### config.mk
export PLATFORM = sky130hd
export DESIGN_NAME = ata_identify_idle_cmd_logic
export DESIGN_NICKNAME = d
export VERILOG_FILES = /design/src/rtl/ata_idle_pkg.sv /design/src/rtl/ident_word_rom.sv /design/src/rtl/ata_identify_idle_cmd_logic.sv
export SDC_FILE = /design/constraint.sdc
export NUM_CORES = 1
export LEC_CHECK = 0
export BUFFER_PORTS_ARGS = -buffer_cell sky130_fd_sc_hd__buf_2
export CORE_MARGIN = 2
export CORE_UTILIZATION = 25
export CTS_BUF_LIST = sky130_fd_sc_hd__clkbuf_4 sky130_fd_sc_hd__clkbuf_8 sky130_fd_sc_hd__clkbuf_16
export DETAILED_ROUTE_END_ITERATION = 7
export PLACE_DENSITY = 0.45
export RECOVER_POWER = 25
export SETUP_SLACK_MARGIN = 0.4
export SYNTH_ARGS = -nofsm -noshare
export SYNTH_HDL_FRONTEND = slang
export SYNTH_SLANG_ARGS = --single-unit
export TNS_END_PERCENT = 20
### constraint.sdc
create_clock -name core_clk_in -period 4.6 [get_ports core_clk_in]
set_input_delay 0.46 -clock core_clk_in [delete_from_list [all_inputs] [get_ports core_clk_in]]
set_output_delay 0.46 -clock core_clk_in [all_outputs]
set_load 0.02 [all_outputs]
### src/rtl/ata_idle_pkg.sv
// Constants for the identify tail words and the idle/abort command logic.
// Assumes a 50 MHz core clock and a task-file front end that hands over one command at a time.
package ata_idle_pkg;
    // Clock and timer base
    localparam int unsigned CLK_HZ        = 50_000_000;
    localparam int unsigned TICK_MS       = 5;
    localparam int unsigned TICK_CYCLES   = CLK_HZ / 1000 * TICK_MS;
    // Command opcodes
    localparam logic [7:0] OP_IDLE_A      = 8'h97;
    localparam logic [7:0] OP_IDLE_B      = 8'he3;
    localparam logic [7:0] OP_IDLE_IMM_A  = 8'h95;
    localparam logic [7:0] OP_IDLE_IMM_B  = 8'he1;
    localparam logic [7:0] OP_MEDIA_LOCK  = 8'hde;
    localparam logic [7:0] OP_MEDIA_ULOCK = 8'hdf;
    localparam logic [7:0] OP_NOP         = 8'h00;
    // Identify word indices served here
    localparam logic [7:0] W_QDEPTH       = 8'd75;
    localparam logic [7:0] W_SATA_CAP     = 8'd76;
    localparam logic [7:0] W_SATA_SUP     = 8'd78;
    localparam logic [7:0] W_SATA_EN      = 8'd79;
    localparam logic [7:0] W_FEAT_SUP1    = 8'd82;
    localparam logic [7:0] W_FEAT_SUP2    = 8'd83;
    localparam logic [7:0] W_FEAT_SUP3    = 8'd84;
    localparam logic [7:0] W_FEAT_EN1     = 8'd85;
    localparam logic [7:0] W_FEAT_EN2     = 8'd86;
    localparam logic [7:0] W_FEAT_EN3     = 8'd87;
    localparam logic [7:0] W_UDMA         = 8'd88;
    localparam logic [7:0] W_ERASE_TIME   = 8'd89;
    localparam logic [7:0] W_MPW_REV      = 8'd92;
    localparam logic [7:0] W_SEC_STAT     = 8'd128;
    localparam logic [7:0] W_WP_STAT      = 8'd129;
    // Fixed bit patterns
    localparam logic [15:0] VALID_MARK    = 16'h4000;
    localparam logic [15:0] FEAT1_FIXED   = 16'h7008;
    localparam int unsigned B_SEC         = 1;
    localparam int unsigned B_WCACHE      = 5;
    localparam int unsigned B_LOOKAHEAD   = 6;
    localparam int unsigned B_APM         = 3;
    localparam int unsigned B_PHY_EVT     = 10;
    localparam int unsigned B_HIPM        = 9;
    localparam int unsigned B_NCQ         = 8;
    localparam int unsigned B_GEN2        = 2;
    localparam int unsigned B_GEN1        = 1;
    localparam int unsigned B_SEC_MAX     = 8;
    localparam int unsigned B_SEC_ENH     = 5;
    localparam int unsigned B_SEC_EXP     = 4;
    localparam int unsigned B_SEC_FRZ     = 3;
    localparam int unsigned B_SEC_LCK     = 2;
    localparam int unsigned B_SEC_ENA     = 1;
    localparam int unsigned B_SEC_SUP     = 0;
    localparam int unsigned B_WP_SPARE    = 15;
    localparam int unsigned B_WP_TABLE    = 14;
    localparam int unsigned B_RP_TABLE    = 13;
    localparam int unsigned B_WP_PERM     = 9;
    localparam int unsigned B_WP_TEMP     = 8;
    // Status byte bits (abort error)
    localparam logic [7:0] ERR_ABORT      = 8'h04;
endpackage

### src/rtl/ident_word_rom.sv
// Registered identify-word lookup for the tail words of the parameter block.
// Assumes all configuration inputs are synchronous to core_clk_in.
module ident_word_rom (
    input  wire logic        core_clk_in,
    input  wire logic        ce_in,
    input  wire logic [7:0]  word_idx_in,
    input  wire logic [4:0]  qdepth_m1_in,
    input  wire logic [2:0]  sata_cap_in,
    input  wire logic [5:0]  sata_sup_in,
    input  wire logic [5:0]  sata_en_in,
    input  wire logic [2:0]  feat_sup_in,
    input  wire logic [2:0]  feat_en_in,
    input  wire logic        apm_sup_in,
    input  wire logic        apm_en_in,
    input  wire logic        udma_sup_in,
    input  wire logic [2:0]  udma_top_in,
    input  wire logic        udma_sel_in,
    input  wire logic [2:0]  udma_mode_in,
    input  wire logic [15:0] erase_half_min_in,
    input  wire logic [15:0] mpw_rev_in,
    input  wire logic [15:0] sec_stat_in,
    input  wire logic [4:0]  wp_stat_in,
    output logic      [15:0] word_out
);
    logic [15:0] w;
    logic [6:0]  udma_support;
    logic [6:0]  udma_select;

    always_comb begin
        // Cumulative support mask and one-hot selection
        udma_support = 7'h7f >> (3'd6 - udma_top_in);
        udma_select  = udma_sel_in ? (7'h01 << udma_mode_in) : 7'h00;
        if (udma_mode_in > udma_top_in)
            udma_select = 7'h00;
        w = 16'h0000;
        case (word_idx_in)
            ata_idle_pkg::W_QDEPTH:     w = {11'h000, qdepth_m1_in};
            // link capability
            // Both signalling rates are always offered
            ata_idle_pkg::W_SATA_CAP:   w = {5'h00, sata_cap_in, 5'h00, 2'h3, 1'b0};
            ata_idle_pkg::W_SATA_SUP:   w = {9'h000, sata_sup_in, 1'b0};
            // link features enabled, limited to supported
            ata_idle_pkg::W_SATA_EN:    w = {9'h000, sata_en_in & sata_sup_in, 1'b0};
            ata_idle_pkg::W_FEAT_SUP1:  w = ata_idle_pkg::FEAT1_FIXED | {9'h000, feat_sup_in[2:1], 3'h0, feat_sup_in[0], 1'b0};
            ata_idle_pkg::W_FEAT_SUP2:  w = ata_idle_pkg::VALID_MARK | {12'h000, apm_sup_in, 3'h0};
            ata_idle_pkg::W_FEAT_SUP3:  w = ata_idle_pkg::VALID_MARK;
            ata_idle_pkg::W_FEAT_EN1:   w = ata_idle_pkg::FEAT1_FIXED
                                            | {9'h000, feat_en_in[2:1] & feat_sup_in[2:1], 3'h0,
                                               feat_en_in[0] & feat_sup_in[0], 1'b0};
            ata_idle_pkg::W_FEAT_EN2:   w = {12'h000, apm_en_in & apm_sup_in, 3'h0};
            ata_idle_pkg::W_FEAT_EN3:   w = ata_idle_pkg::VALID_MARK;
            ata_idle_pkg::W_UDMA:       w = udma_sup_in ? {1'b0, udma_select, 1'b0, udma_support} : 16'h0000;
            ata_idle_pkg::W_ERASE_TIME: w = erase_half_min_in;
            ata_idle_pkg::W_MPW_REV:    w = mpw_rev_in;
            ata_idle_pkg::W_SEC_STAT:   w = sec_stat_in;
            ata_idle_pkg::W_WP_STAT:    w = {wp_stat_in[4:2], 3'h0, wp_stat_in[1:0], 8'h00};
            default:                    w = 16'h0000;
        endcase
    end

    always_ff @(posedge core_clk_in) begin
        if (ce_in)
            word_out <= w;
    end
endmodule

### src/rtl/ata_identify_idle_cmd_logic.sv
// Identify tail words, idle commands with auto power-down timer, and aborted no-op commands.
// Assumes a task-file front end on the same clock that pulses cmd_valid_in once per command.
// Overview of operation
// - Word 75 reports queue depth minus one in bits 4:0.
// - Word 76 flags phy events, host power requests, queuing, 3.0 and 1.5 rates.
// - Word 78 flags six link features in bits 6:1, bit 0 zero.
// - Word 79 shows enabled link features in the same positions.
// - Supported words two and three carry bit 14 set, bit 15 clear.
// - First supported word sets bits 3,12,13,14 and clears listed unsupported bits.
// - Bits 1,5,6 flag security, write cache, look-ahead support.
// - Second supported word clears bits 0,1,2,4; bit 3 flags power-level control.
// - Third enabled word sets bit 14, clears bit 15, rest zero.
// - Enabled words 85 and 87 mirror fixed bits; 85 and 86 add security, cache, look-ahead, power-level state.
// - Ultra DMA selection is one-hot in bits 14:8, exclusive with multiword.
// - Ultra DMA support bits are cumulative; word is zero when unsupported.
// - Word 89 holds erase minutes divided by two.
// - Word 92 holds master password revision code.
// - Security level bit 8 set only when enabled at maximum.
// - Security word reports enhanced erase, frozen, locked, enabled, supported.
// - Expired unlock count sets bit 4 and aborts unlock and erase until reset.
// - Word 129 reports vendor write and read protection flags.
// - Idle commands: set busy, enter idle, clear busy, raise interrupt.
// - Idle (not idle immediate) count: nonzero arms power-down after count times 5 ms; zero disarms.
// - Media lock and unlock do nothing and abort.
// - No-op command always aborts.
module ata_identify_idle_cmd_logic #(
    parameter int unsigned TICK_CYCLES = ata_idle_pkg::TICK_CYCLES
) (
    input  wire logic        core_clk_in,
    input  wire logic        rstn_in,
    input  wire logic        ce_in,
    input  wire logic        cmd_valid_in,
    input  wire logic [7:0]  cmd_opcode_in,
    input  wire logic [7:0]  cmd_count_in,
    input  wire logic        host_activity_in,
    input  wire logic [7:0]  word_idx_in,
    input  wire logic [4:0]  qdepth_m1_in,
    input  wire logic [2:0]  sata_cap_in,
    input  wire logic [5:0]  sata_sup_in,
    input  wire logic [5:0]  sata_en_in,
    input  wire logic [2:0]  feat_sup_in,
    input  wire logic [2:0]  feat_en_in,
    input  wire logic        apm_sup_in,
    input  wire logic        apm_en_in,
    input  wire logic        udma_sup_in,
    input  wire logic [2:0]  udma_top_in,
    input  wire logic        udma_sel_in,
    input  wire logic [2:0]  udma_mode_in,
    input  wire logic [15:0] erase_half_min_in,
    input  wire logic [15:0] mpw_rev_in,
    input  wire logic        sec_sup_in,
    input  wire logic        sec_enh_in,
    input  wire logic        sec_en_in,
    input  wire logic        sec_max_in,
    input  wire logic        sec_lock_in,
    input  wire logic        sec_frozen_in,
    input  wire logic        unlock_fail_in,
    input  wire logic        sec_cmd_in,
    input  wire logic [4:0]  wp_stat_in,
    output logic      [15:0] word_out,
    output logic             drive_occupied_flag_out,
    output logic             cmd_done_out,
    output logic             cmd_abort_out,
    output logic      [7:0]  err_out,
    output logic             intrq_out,
    output logic             idle_mode_out,
    output logic             standby_req_out,
    output logic             sec_expired_out
);
    // Refuse a tick length the countdown cannot serve
    if (TICK_CYCLES < 1) begin : g_bad_tick
        $error("TICK_CYCLES must be at least one");
    end

    typedef enum logic [3:0] {
        ST_READY = 4'b0001,
        ST_BUSY  = 4'b0010,
        ST_DONE  = 4'b0100,
        ST_ABORT = 4'b1000
    } cmd_state_t;

    typedef struct packed {
        cmd_state_t  st;
        logic        occupied;
        logic        done;
        logic        abort;
        logic [7:0]  err;
        logic        intrq;
        logic        idle;
        logic        standby;
        logic        apd_en;
        logic [7:0]  apd_units;
        logic [7:0]  unit_cnt;
        logic [31:0] tick_cnt;
        logic        expired;
        logic        arm_pending;
        logic [7:0]  arm_count;
    } state_t;

    state_t s;
    state_t next_s;
    logic   is_idle;
    logic   is_idle_imm;
    logic   is_abort_op;
    logic   sec_abort;
    logic [15:0] sec_word;

    always_comb begin
        is_idle     = (cmd_opcode_in == ata_idle_pkg::OP_IDLE_A) || (cmd_opcode_in == ata_idle_pkg::OP_IDLE_B);
        is_idle_imm = (cmd_opcode_in == ata_idle_pkg::OP_IDLE_IMM_A)
                   || (cmd_opcode_in == ata_idle_pkg::OP_IDLE_IMM_B);
        is_abort_op = (cmd_opcode_in == ata_idle_pkg::OP_MEDIA_LOCK)
                   || (cmd_opcode_in == ata_idle_pkg::OP_MEDIA_ULOCK)
                   || (cmd_opcode_in == ata_idle_pkg::OP_NOP);
        sec_abort   = sec_cmd_in && s.expired;
        sec_word = 16'h0000;
        sec_word[ata_idle_pkg::B_SEC_SUP] = sec_sup_in;
        sec_word[ata_idle_pkg::B_SEC_ENA] = sec_en_in;
        sec_word[ata_idle_pkg::B_SEC_LCK] = sec_lock_in;
        sec_word[ata_idle_pkg::B_SEC_FRZ] = sec_frozen_in;
        sec_word[ata_idle_pkg::B_SEC_EXP] = s.expired;
        sec_word[ata_idle_pkg::B_SEC_ENH] = sec_enh_in;
        sec_word[ata_idle_pkg::B_SEC_MAX] = sec_en_in & sec_max_in;
    end

    always_comb begin
        next_s = s;
        next_s.done  = 1'b0;
        next_s.abort = 1'b0;
        if (unlock_fail_in)
            next_s.expired = 1'b1;
        // Auto power-down countdown, restarted by host activity
        if (host_activity_in) begin
            next_s.standby  = 1'b0;
            next_s.tick_cnt = 32'd0;
            next_s.unit_cnt = 8'd0;
        end else if (s.apd_en && !s.standby) begin
            if (s.tick_cnt == 32'(TICK_CYCLES - 1)) begin
                next_s.tick_cnt = 32'd0;
                if (s.unit_cnt == s.apd_units - 8'd1) begin
                    next_s.standby  = 1'b1;
                    next_s.idle     = 1'b0;
                    next_s.unit_cnt = 8'd0;
                end else begin
                    next_s.unit_cnt = s.unit_cnt + 8'd1;
                end
            end else begin
                next_s.tick_cnt = s.tick_cnt + 32'd1;
            end
        end
        case (s.st)
            ST_READY: begin
                if (cmd_valid_in) begin
                    next_s.intrq = 1'b0;
                    if (is_idle || is_idle_imm) begin
                        next_s.occupied    = 1'b1;
                        next_s.st          = ST_BUSY;
                        next_s.arm_pending = is_idle;
                        next_s.arm_count   = cmd_count_in;
                    end else if (is_abort_op || sec_abort) begin
                        next_s.occupied = 1'b1;
                        next_s.st       = ST_ABORT;
                    end
                end
            end
            ST_BUSY: begin
                next_s.idle     = 1'b1;
                next_s.standby  = 1'b0;
                next_s.tick_cnt = 32'd0;
                next_s.unit_cnt = 8'd0;
                if (s.arm_pending) begin
                    next_s.apd_en    = (s.arm_count != 8'd0);
                    next_s.apd_units = s.arm_count;
                end
                next_s.st = ST_DONE;
            end
            ST_DONE: begin
                next_s.occupied = 1'b0;
                next_s.done     = 1'b1;
                next_s.err      = 8'h00;
                next_s.intrq    = 1'b1;
                next_s.st       = ST_READY;
            end
            ST_ABORT: begin
                next_s.occupied = 1'b0;
                next_s.abort    = 1'b1;
                next_s.err      = ata_idle_pkg::ERR_ABORT;
                next_s.intrq    = 1'b1;
                next_s.st       = ST_READY;
            end
            default: next_s.st = ST_READY;
        endcase
    end

    always_ff @(posedge core_clk_in) begin
        if (!rstn_in) begin
            s <= '{st: ST_READY, default: '0};
        end else if (ce_in) begin
            s <= next_s;
        end
    end

    ident_word_rom u_rom (
        .core_clk_in       (core_clk_in),
        .ce_in             (ce_in),
        .word_idx_in       (word_idx_in),
        .qdepth_m1_in      (qdepth_m1_in),
        .sata_cap_in       (sata_cap_in),
        .sata_sup_in       (sata_sup_in),
        .sata_en_in        (sata_en_in),
        .feat_sup_in       ({feat_sup_in[2:1], feat_sup_in[0] & sec_sup_in}),
        .feat_en_in        ({feat_en_in[2:1], sec_en_in}),
        .apm_sup_in        (apm_sup_in),
        .apm_en_in         (apm_en_in),
        .udma_sup_in       (udma_sup_in),
        .udma_top_in       (udma_top_in),
        .udma_sel_in       (udma_sel_in),
        .udma_mode_in      (udma_mode_in),
        .erase_half_min_in (erase_half_min_in),
        .mpw_rev_in        (mpw_rev_in),
        .sec_stat_in       (sec_word),
        .wp_stat_in        (wp_stat_in),
        .word_out          (word_out)
    );

    assign drive_occupied_flag_out = s.occupied;
    assign cmd_done_out            = s.done;
    assign cmd_abort_out           = s.abort;
    assign err_out                 = s.err;
    assign intrq_out               = s.intrq;
    assign idle_mode_out           = s.idle;
    assign standby_req_out         = s.standby;
    assign sec_expired_out         = s.expired;
endmodule

Word-level counts from Yosys, hierarchy flattened. Index checks and enable logic that the tools add are counted.

Shifts and indexed selects: 2. Equality and inequality tests: 30. Multiplexer cells: 26. Bitwise logic cells: 6. Order comparisons: 1. $add $sub $neg: 4. Reduce and logical (&&, ||, !) cells: 32.

Operators by type and width (count): case mux 16 bit (14 select lines) (1); == test 8 x 7 -> 1 bit, second input constant (13); two-way mux 40 bit (2); == test 8 bit, second input constant (8); two-way mux 51 bit (1); adder 32 x 1 -> 32 bit, second input constant (1); == test 32 x 18 -> 1 bit, second input constant (1); two-way mux 32 bit (1); two-way mux 8 bit (2); case mux 8 bit (2 select lines) (1); two-way mux 15 bit (1); two-way mux 5 bit (3); two-way mux 7 bit (2); AND reduction 3 bit (4); AND reduction 4 bit (3); nonzero test 2 bit (5); two-way mux 9 bit (1); nonzero test 3 bit (3); adder 8 x 1 -> 8 bit, second input constant (1); == test 8 bit (1); zero test 8 bit (1); case mux 4 bit (2 select lines) (1); nonzero test 8 bit (1); subtractor 8 x 1 -> 8 bit, second input constant (1); 23 further kinds (42).

Output and inout port bits: 31. Word-level logic and storage cells: 117. Bits of input ports: 110. Register bits after elaboration: 93.

Longest topological paths before layout. Gate-level depths: netlist of run 1.

Word-level depth: 8. Gate-level depth with buffers: 9. Gate-level depth less buffers: 8.

Modules after synthesis. Synthesis of run 1 repeated with hierarchy kept, for this count alone.

Cells, all modules: 603. Area total of the unflattened synthesis: 5252.5 um2.

Modules (own cells, without submodules): ata_identify_idle_cmd_logic (area an instance 3616.0 um2, instances 1, seq. area each 1401.3 um2, cells an instance 411); ident_word_rom (area an instance 1636.6 um2, instances 1, seq. area each 480.5 um2, cells an instance 192).

Worst setup path after synthesis of run 1. Ideal clock, no wire load.

Path kind: register to register. Start point: register s[50] in the netlist's numbering. End point: register s[42] in the netlist's numbering. Path buffers: 1. Setup slack: 2.327 ns. Stages on the path, launching flop included: 8. Arrival time: 2.152 ns. Setup time: 0.121 ns. Period minus slack after synthesis: 2.273 ns. Required time: 4.479 ns. Cell sequence: dfxtp_1 -> or4_4 -> or4b_1 -> a211oi_1 -> o311a_1 -> buf_6 -> nor3_4 -> mux2_2.

Longest elaborated chain between the ends: 7.

Ends and longest elaborated chain: from (decl) (RTL line ata_identify_idle_cmd_logic.sv:100) `state_t s;`; from (signal assigned) (RTL line ata_identify_idle_cmd_logic.sv:199) `s <= next_s;`; subtractor 8 x 1 -> 8 bit (RTL line ata_identify_idle_cmd_logic.sv:140) `if (s.unit_cnt == s.apd_units - 8'd1) begin`; == test 8 bit (RTL line ata_identify_idle_cmd_logic.sv:140); two-way mux 8 bit (RTL line ata_identify_idle_cmd_logic.sv:140); two-way mux 8 bit (RTL line ata_identify_idle_cmd_logic.sv:138) `if (s.tick_cnt == 32'(TICK_CYCLES - 1)) begin`; two-way mux 40 bit (RTL line ata_identify_idle_cmd_logic.sv:137) `end else if (s.apd_en && !s.standby) begin`; two-way mux 40 bit (RTL line ata_identify_idle_cmd_logic.sv:133) `if (host_activity_in) begin`; two-way mux 51 bit (RTL line ata_identify_idle_cmd_logic.sv:151) `case (s.st)`.

Every way passes these cells. The select of a mux whose other input is x is not followed. A chain may end at the register's enable or synchronous reset.

Final worst setup path of run 1.
Start point: input port ce_in. End point: register s[1] in the netlist's numbering.

Longest elaborated chain between the ends: 1.

Ends and longest elaborated chain: from (decl) (RTL line ata_identify_idle_cmd_logic.sv:31) `input wire logic ce_in,`; AND reduction 4 bit (no line).

Every way passes these cells.

==> flow_metrics.py, run 1 <==
metrics = {
    "global_routing": {
        "grt_pass1_vias": 4545,
        "grt.total_usage": 0.141,
        "global_route.peak_usage_layer": "met2",
        "m1_gr_usage": 0.186,
        "antenna_violations_before_repair": 0,
        "grt.met3_usage": 0.0375,
        "global_route_wire_length_before_repair_mm": 23.1,
        "met2_usage": 0.218,
        "grt_start_max_net_pins": 37,
        "gr-total-overflow": 0,
    },
    "clock_network": {
        "holdBufCountCts": 0,
        "tritoncts": "yes",
        "ctsHtreeMaxLevel": 3,
        "cts.sinks": 86,
        "clock_slew_at_reported_path_ffs_ns": 0.07,
        "cts_post_setup_buffers_inserted": 0,
        "cts-resized-gates": 0,
        "maximum_buffer_depth_of_the_clock_tree": 2,
        "cts_root_buf": "clkbuf_16",
        "tritoncts_buffer_count": 9,
        "clock_insertion_delay_worst_skew_ns": 0.35,
    },
    "floorplanning": {
        "design.core.area_um2": 19500,
        "fp-row-count": 51,
        "design.die.area_um2": 20900,
        "floorplan.die.width_um": 145,
        "starting_density_of_the_core": 0.254,
        "die_height_um": 145,
        "boundaryPins": 141,
    },
    "sta": {
        "worst_slew_pin_slew_ns": 1.04,
        "report.final.slew_viol_count": 0,
        "grt_setup_unrepaired": "false",
        "setup_viol": 0,
        "final_hold_viol_count": 0,
        "final.period_utilization": 0.625,
        "timing.final.crit_period_ns": 2.88,
        "final.setup.tns_ns": 0,
        "max_slew_margin": 0.302,
        "clock_skew_ns": 0.00811,
        "fmax_ghz": 0.348,
    },
    "route": {
        "detail_route.iter0.violations": 286,
        "antenna_viol_nets_final": 0,
        "routed_wl_mm": 14.3,
        "wl_per_cell_um": 14.9,
        "routed_via_density": 4.88,
        "vias": 4698,
        "detailedRoute.firstPassIterationCount": 6,
        "route.detailed.drc": 0,
    },
    "power": {
        "clockPowerShare": 0.442,
        "cellPowerDensity_nw_per_um2": 277,
        "power_leakage_nw": 2.29,
        "switching_share": 0.254,
        "peakVddDrop_mv": 0.136,
        "power_report.internal_total_w": 0.00127,
        "total_switching_power_w": 0.000430,
        "combPwrFrac": 0.096,
        "sequentialPowerShare": 0.462,
    },
    "synthesis": {
        "synth_edf_count": 16,
        "ys_seq_area_frac": 0.380,
        "synth_largest_area_cell": "dfxtp_1",
        "post_synth_mux_area_share": 0.0387,
        "synth_top_family_by_area": "simple AND/OR/NAND/NOR gates",
        "post-synth-top-area-fraction": 0.283,
        "post_synth_num_cell_types": 65,
        "synth-main-ff-cell": "dfxtp_1",
        "ys_warn_count": 0,
        "synth_fa_ha_area_frac": 0.0253,
        "synth_top_cells_by_area": "dfxtp_1, edfxtp_1, nor2_1",
        "asyncSetResetFlopFracSynth": 0,
        "synth_compound_gate_area_share": 0.171,
        "syn_avg_cell_area_um2": 8.64,
        "post_synth_inst_count": 573,
        "synth-seq-cells": 86,
        "post_synth_xor_area_fraction": 0.0619,
        "mappedNetlistArea_um2": 4950,
        "synth_simple_gate_area_frac": 0.270,
    },
    "critical_path": {
        "arrival_ns": 3.11,
        "crit_path_max_fanout": 19,
        "criticalPathCategory": "in -> reg",
        "critPathLaunchType": "primary input",
        "r2r.worst_path.cells": 7,
        "r2r-end": "s[44]$_SDFFE_PN0P_",
        "r2r_slack_ns": 1.94,
        "timing.critical_path.required_ns": 4.84,
        "worst_r2r_startpoint": "s[76]$_SDFFE_PN0P_",
        "cp-end-kind": "flop",
    },
    "placement": {
        "portBuffers": 132,
        "gpl.final_weighted_congestion": 0.940,
        "hpwlAfterDp_mm": 11.1,
    },
    "layout": {
        "number_of_fill_cells_in_the_layout": 2074,
        "layout-drive-gt1-share": 0.217,
        "multiInputGateArea_um2": 2850,
        "postLayoutCoreUtil": 0.315,
        "finalNetCount": 812,
        "areaGrowthSynthToFinish_pct": 23.7,
        "most-common-layout-cells": "buf_2, dfxtp_1, nor2_1",
        "layout.cells.most_common": "buf_2",
        "insertedDiodeCount": 0,
        "area.sequential_um2": 1880,
    },
    "run_status": {
        "result_of_the_run": "finished clean",
    },
    "min_path": {
        "worst_hold_startpoint": "cmd_count_in[0]",
        "worstHoldEndpoint": "s[0]$_SDFFE_PN0P_",
        "holdCritPathClass": "in -> reg",
        "depth_of_the_worst_hold_timing_path": 3,
    },
    "run": {
        "maxCapViolCount": 0,
    },
}
-- kinds of logic after synthesis --
group	after synthesis
AO/OA/AOI/OAI	121
XOR/XNOR	35
adder cells (fa/ha/maj)	10
buffers and inverters	57
flip-flops	86
multiplexers	19
other	1
AND/OR/NAND/NOR	244
-- flip-flops by register name, indices dropped and copies added, names as in the netlist --
register                 cells
s                           62
u_rom.word_out              16
cmd_abort_out                1
cmd_done_out                 1
drive_occupied_flag_out      1
err_out                      1
idle_mode_out                1
intrq_out                    1
sec_expired_out              1
standby_req_out              1
-- Yosys cell counts, types with 4 or more instances --
master / instances
a21boi_0: 4
a21oi_1: 25
a221oi_1: 8
a222oi_1: 6
a22o_1: 7
and2_1: 5
and3_1: 4
and4_1: 5
buf_2: 4
buf_4: 8
clkbuf_1: 19
dfxtp_1: 70
edfxtp_1: 16
ha_1: 10
inv_1: 24
mux2i_1: 18
nand2_1: 41
nand2b_1: 8
nand3_1: 20
nand4_1: 13
nand4b_1: 5
nor2_1: 54
nor2b_1: 28
nor3_1: 22
nor4_1: 11
o211ai_1: 4
o21ai_0: 25
o31ai_1: 8
or3_1: 7
xnor2_1: 22
xor2_1: 13
-- worst max-delay path by stage --
| stage | startpoint | end | slack, ns | cells past startpoint |
|---|---|---|---|---|
| 2_1_floorplan | s[50]$_SDFFE_PN0P_ | s[42]$_SDFFE_PN0P_ | 2.33 | 7 |
| 3_3_place_gp | s[76]$_SDFFE_PN0P_ | s[44]$_SDFFE_PN0P_ | 2.02 | 7 |
| 3_5_place_dp | s[76]$_SDFFE_PN0P_ | s[44]$_SDFFE_PN0P_ | 1.95 | 7 |
| 4_1_cts | s[76]$_SDFFE_PN0P_ | s[44]$_SDFFE_PN0P_ | 1.92 | 7 |
| 5_1_grt | ce_in | s[6]$_SDFFE_PN0P_ | 1.37 | 6 |
| 6_report | ce_in | s[1]$_SDFFE_PN0P_ | 1.72 | 6 |
-- cell type report --
type / instances / share of cell area
Multi-Input combinational cell: 436 / 0.465
Clock inverter: 5 / 0.00736
Sequential cell: 86 / 0.307
Tap cell: 265 / 0.0541
Inverter: 24 / 0.0147
Timing Repair Buffer: 135 / 0.109
Clock buffer: 11 / 0.0431
-- per-stage QoR --
| step | cell area [um^2] | hold WS, ns | setup WS, ns | total power (W) | cells |
|---|---|---|---|---|---|
| after floorplan | 4970 | 0.454 | 2.33 | 0.000886 | 579 |
| after global placement | 5830 | 0.472 | 2.02 | 0.000963 | 946 |
| after detailed placement | 5830 | 0.472 | 1.95 | 0.000966 | 946 |
| after CTS | 6140 | 0.358 | 1.92 | 0.00172 | 962 |
| after global routing | 6120 | 0.373 | 1.37 | 0.00177 | 962 |
| final | 6120 | 0.372 | 1.72 | 0.00170 | 962 |
-- per-layer routing --
layer	vias up	wire, um
li1	2329	-
met1	2219	6640
met2	122	6530
met3	28	718
met4	0	453
met5	-	0
-- power by group through the flow --
| stage | Combinational, W | Clock [W] | Sequential, W |
|---|---|---|---|
| 2_1_floorplan | 0.0000737 | 0 | 0.000812 |
| 5_1_grt | 0.000180 | 0.000807 | 0.000785 |
| 3_5_place_dp | 0.000165 | 0 | 0.000801 |
| 3_3_place_gp | 0.000162 | 0 | 0.000801 |
| 4_1_cts | 0.000166 | 0.000775 | 0.000784 |
| 6_report | 0.000163 | 0.000750 | 0.000784 |
-- critical path: stages --
cell	delay (ns)
clkbuf_1	0.57
clkbuf_1	0.81
nand2_1	0.14
nor3_2	0.77
mux2i_1	0.28
nor2b_1	0.06
No activity file was read; power rests on OpenSTA's default activity.
==> run 2, diff against run 1 <==
==> constraint.sdc (replaced) <==
create_clock -name core_clk_in -period 2.8 [get_ports core_clk_in]
set_input_delay 0.28 -clock core_clk_in [delete_from_list [all_inputs] [get_ports core_clk_in]]
set_output_delay 0.28 -clock core_clk_in [all_outputs]
set_load 0.02 [all_outputs]
==> run 2 against run 1 <==
Against the previous run:
- wire length rose by 0.61%
- die area did not move
- critical path depth did not move
- power rose by 62%
- hold slack got worse by 0.18 ns
- cell area rose by 2.6%
- largest cell class unchanged
==> flow_metrics.py, run 2 (synthesized netlist as in run 1, its figures left out) <==
metrics = {
    "global_routing": {
        "m1_gr_usage": 0.190,
        "antenna_violations_before_repair": 1,
        "grt.total_usage": 0.142,
        "grt.met3_usage": 0.0250,
        "grt_start_max_net_pins": 37,
        "global_route.peak_usage_layer": "met2",
        "global_route_wire_length_before_repair_mm": 23.2,
        "met2_usage": 0.221,
        "grt_pass1_vias": 4602,
        "gr-total-overflow": 0,
    },
    "run_status": {
        "result_of_the_run": "finished clean",
    },
    "sta": {
        "fin_worst_hold_slack_ns": 0.190,
        "fmax_ghz": 0.423,
        "grt_setup_unrepaired": "true",
        "final.period_utilization": 0.844,
        "final_hold_viol_count": 0,
        "clock_skew_ns": 0.0113,
        "max_slew_margin": 0.392,
        "setup_viol": 0,
        "timing.final.crit_period_ns": 2.36,
        "final.setup.tns_ns": 0,
        "report.final.slew_viol_count": 0,
        "worst_slew_pin_slew_ns": 0.912,
    },
    "critical_path": {
        "critical_path.max_stage_delay_ns": 0.54,
        "cp-end-kind": "flop",
        "critical_path.cell_chain": "or4_4 -> or4b_4 -> a211oi_4 -> o311a_4 -> nor3_4 -> mux2_2",
        "arrival_ns": 2.59,
        "crit_path_max_fanout": 5,
        "worst_path_max_delay_cell": "or4_4",
        "critPathLaunchType": "flop",
        "timing.critical_path.required_ns": 3.03,
        "worstSetupStartpoint": "s[50]$_SDFFE_PN0P_",
        "crit_family": "simple AND/OR/NAND/NOR gates",
        "worstPathBufferInverterCount": 0,
        "worst_r2r_startpoint": "s[50]$_SDFFE_PN0P_",
        "criticalPathCategory": "reg -> reg",
    },
    "power": {
        "cellPowerDensity_nw_per_um2": 438,
        "power_leakage_nw": 2.36,
        "power_w": 0.00275,
        "peakVddDrop_mv": 0.234,
    },
    "clock_network": {
        "clock_slew_at_reported_path_ffs_ns": 0.07,
        "cts_root_buf": "clkbuf_16",
        "cts.sinks": 86,
        "tritoncts_buffer_count": 9,
        "maximum_buffer_depth_of_the_clock_tree": 2,
        "tritoncts": "yes",
        "clock_insertion_delay_worst_skew_ns": 0.35,
        "ctsHtreeMaxLevel": 3,
        "holdBufCountCts": 0,
    },
    "layout": {
        "finalNetCount": 826,
        "post_layout_nonfiller_instances": 977,
        "number_of_fill_cells_in_the_layout": 2049,
        "layout.cells.most_common": "buf_2",
        "areaGrowthSynthToFinish_pct": 26.9,
        "flip_flop_count_of_the_largest_register_all_copies_and_words_added": 62,
        "multiInputGateArea_um2": 2910,
        "largest_register": "s",
        "layout-drive-gt1-share": 0.242,
        "reg.largest.list": "s: 62 flops, u_rom.word_out: 16 flops",
        "most-common-layout-cells": "buf_2, dfxtp_1, nor2_1",
        "area.sequential_um2": 1890,
    },
    "min_path": {
        "worst_hold_startpoint": "cmd_count_in[1]",
        "holdCritPathClass": "in -> reg",
    },
    "run": {
        "maxCapViolCount": 0,
    },
    "route": {
        "detailedRoute.firstPassIterationCount": 5,
        "detail_route.iter0.violations": 291,
        "routed_wl_mm": 14.4,
        "vias": 4728,
        "route.detailed.drc": 0,
        "antenna_viol_nets_final": 0,
        "wl_per_cell_um": 14.8,
        "routed_via_density": 4.84,
    },
    "floorplanning": {
        "die_height_um": 145,
        "design.die.area_um2": 20900,
        "design.core.area_um2": 19500,
        "fp-row-count": 51,
        "floorplan.die.width_um": 145,
        "boundaryPins": 141,
        "starting_density_of_the_core": 0.254,
    },
    "placement": {
        "place_inst": 956,
        "hpwlAfterDp_mm": 11.1,
        "portBuffers": 132,
        "gpl.final_weighted_congestion": 0.871,
    },
}
==> run 2: changes by cell type in the layout (fill, tap and decap cells not counted), sizes merged <==
cell / previous run / this run
buf: 122 / 133
clkinv: 0 / 1
inv: 28 / 26
clkbuf: 24 / 26
clkinvlp: 1 / 2
o311a: 1 / 2
diode: 0 / 1
==> run 2: cell type report <==
cell class	count	share of cell area
tap	265	0.0528
antenna	1	0.000398
clock inverter	5	0.00598
inverter	24	0.0143
sequential	86	0.301
clock buffer	11	0.0420
multi-input combinational	437	0.463
timing repair buffer	148	0.121
==> run 2: routing by layer <==
metal	up-vias	part of all wire	wire, um
met5	-	0	0
met4	0	0.035	509
met3	34	0.040	577
met2	113	0.46	6630
met1	2223	0.47	6720
li1	2358	-	-
==> run 2: repair_timing <==
action	CTS	global route
gates resized for setup	6	10
buffers inserted	0	3
setup endpoints to repair	9	28
gates cloned	1	0
pin swaps	2	4
==> run 2: power breakdown <==
part | internal (W) | switching [W]
registers | 0.00128 | 0.0000115
clock network | 0.000684 | 0.000509
logic | 0.000109 | 0.000160
total | 0.00207 | 0.000681
==> run 2: final timing paths <==
kind              depth (start not counted)  slack, ns                       to
setup / recovery                          6       0.44       s[42]$_SDFFE_PN0P_
hold / removal                            3       0.19        s[1]$_SDFFE_PN0P_
setup reg to reg                          6       0.44       s[42]$_SDFFE_PN0P_
hold reg to reg                           2       0.48  err_out[2]$_SDFFE_PN0P_
==> run 2: metrics by stage <==
stage                     instance area, um^2  utilization  worst slack (ns)
after floorplan                          4970            -             0.527
after global placement                   5910        0.304             0.279
after detailed placement                 5910        0.304             0.267
after CTS                                6240        0.321             0.414
after global routing                     6280        0.323             0.377
final                                    6280        0.323             0.437
==> run 2: worst register-to-register path, delay by kind of cell (launching register included) <==
family | cells | cell delay, ns
and+or+nand+nor | 3 | 1.12
AOI/OAI and AO/OA | 2 | 0.52
DFF | 1 | 0.35
muxes | 1 | 0.26
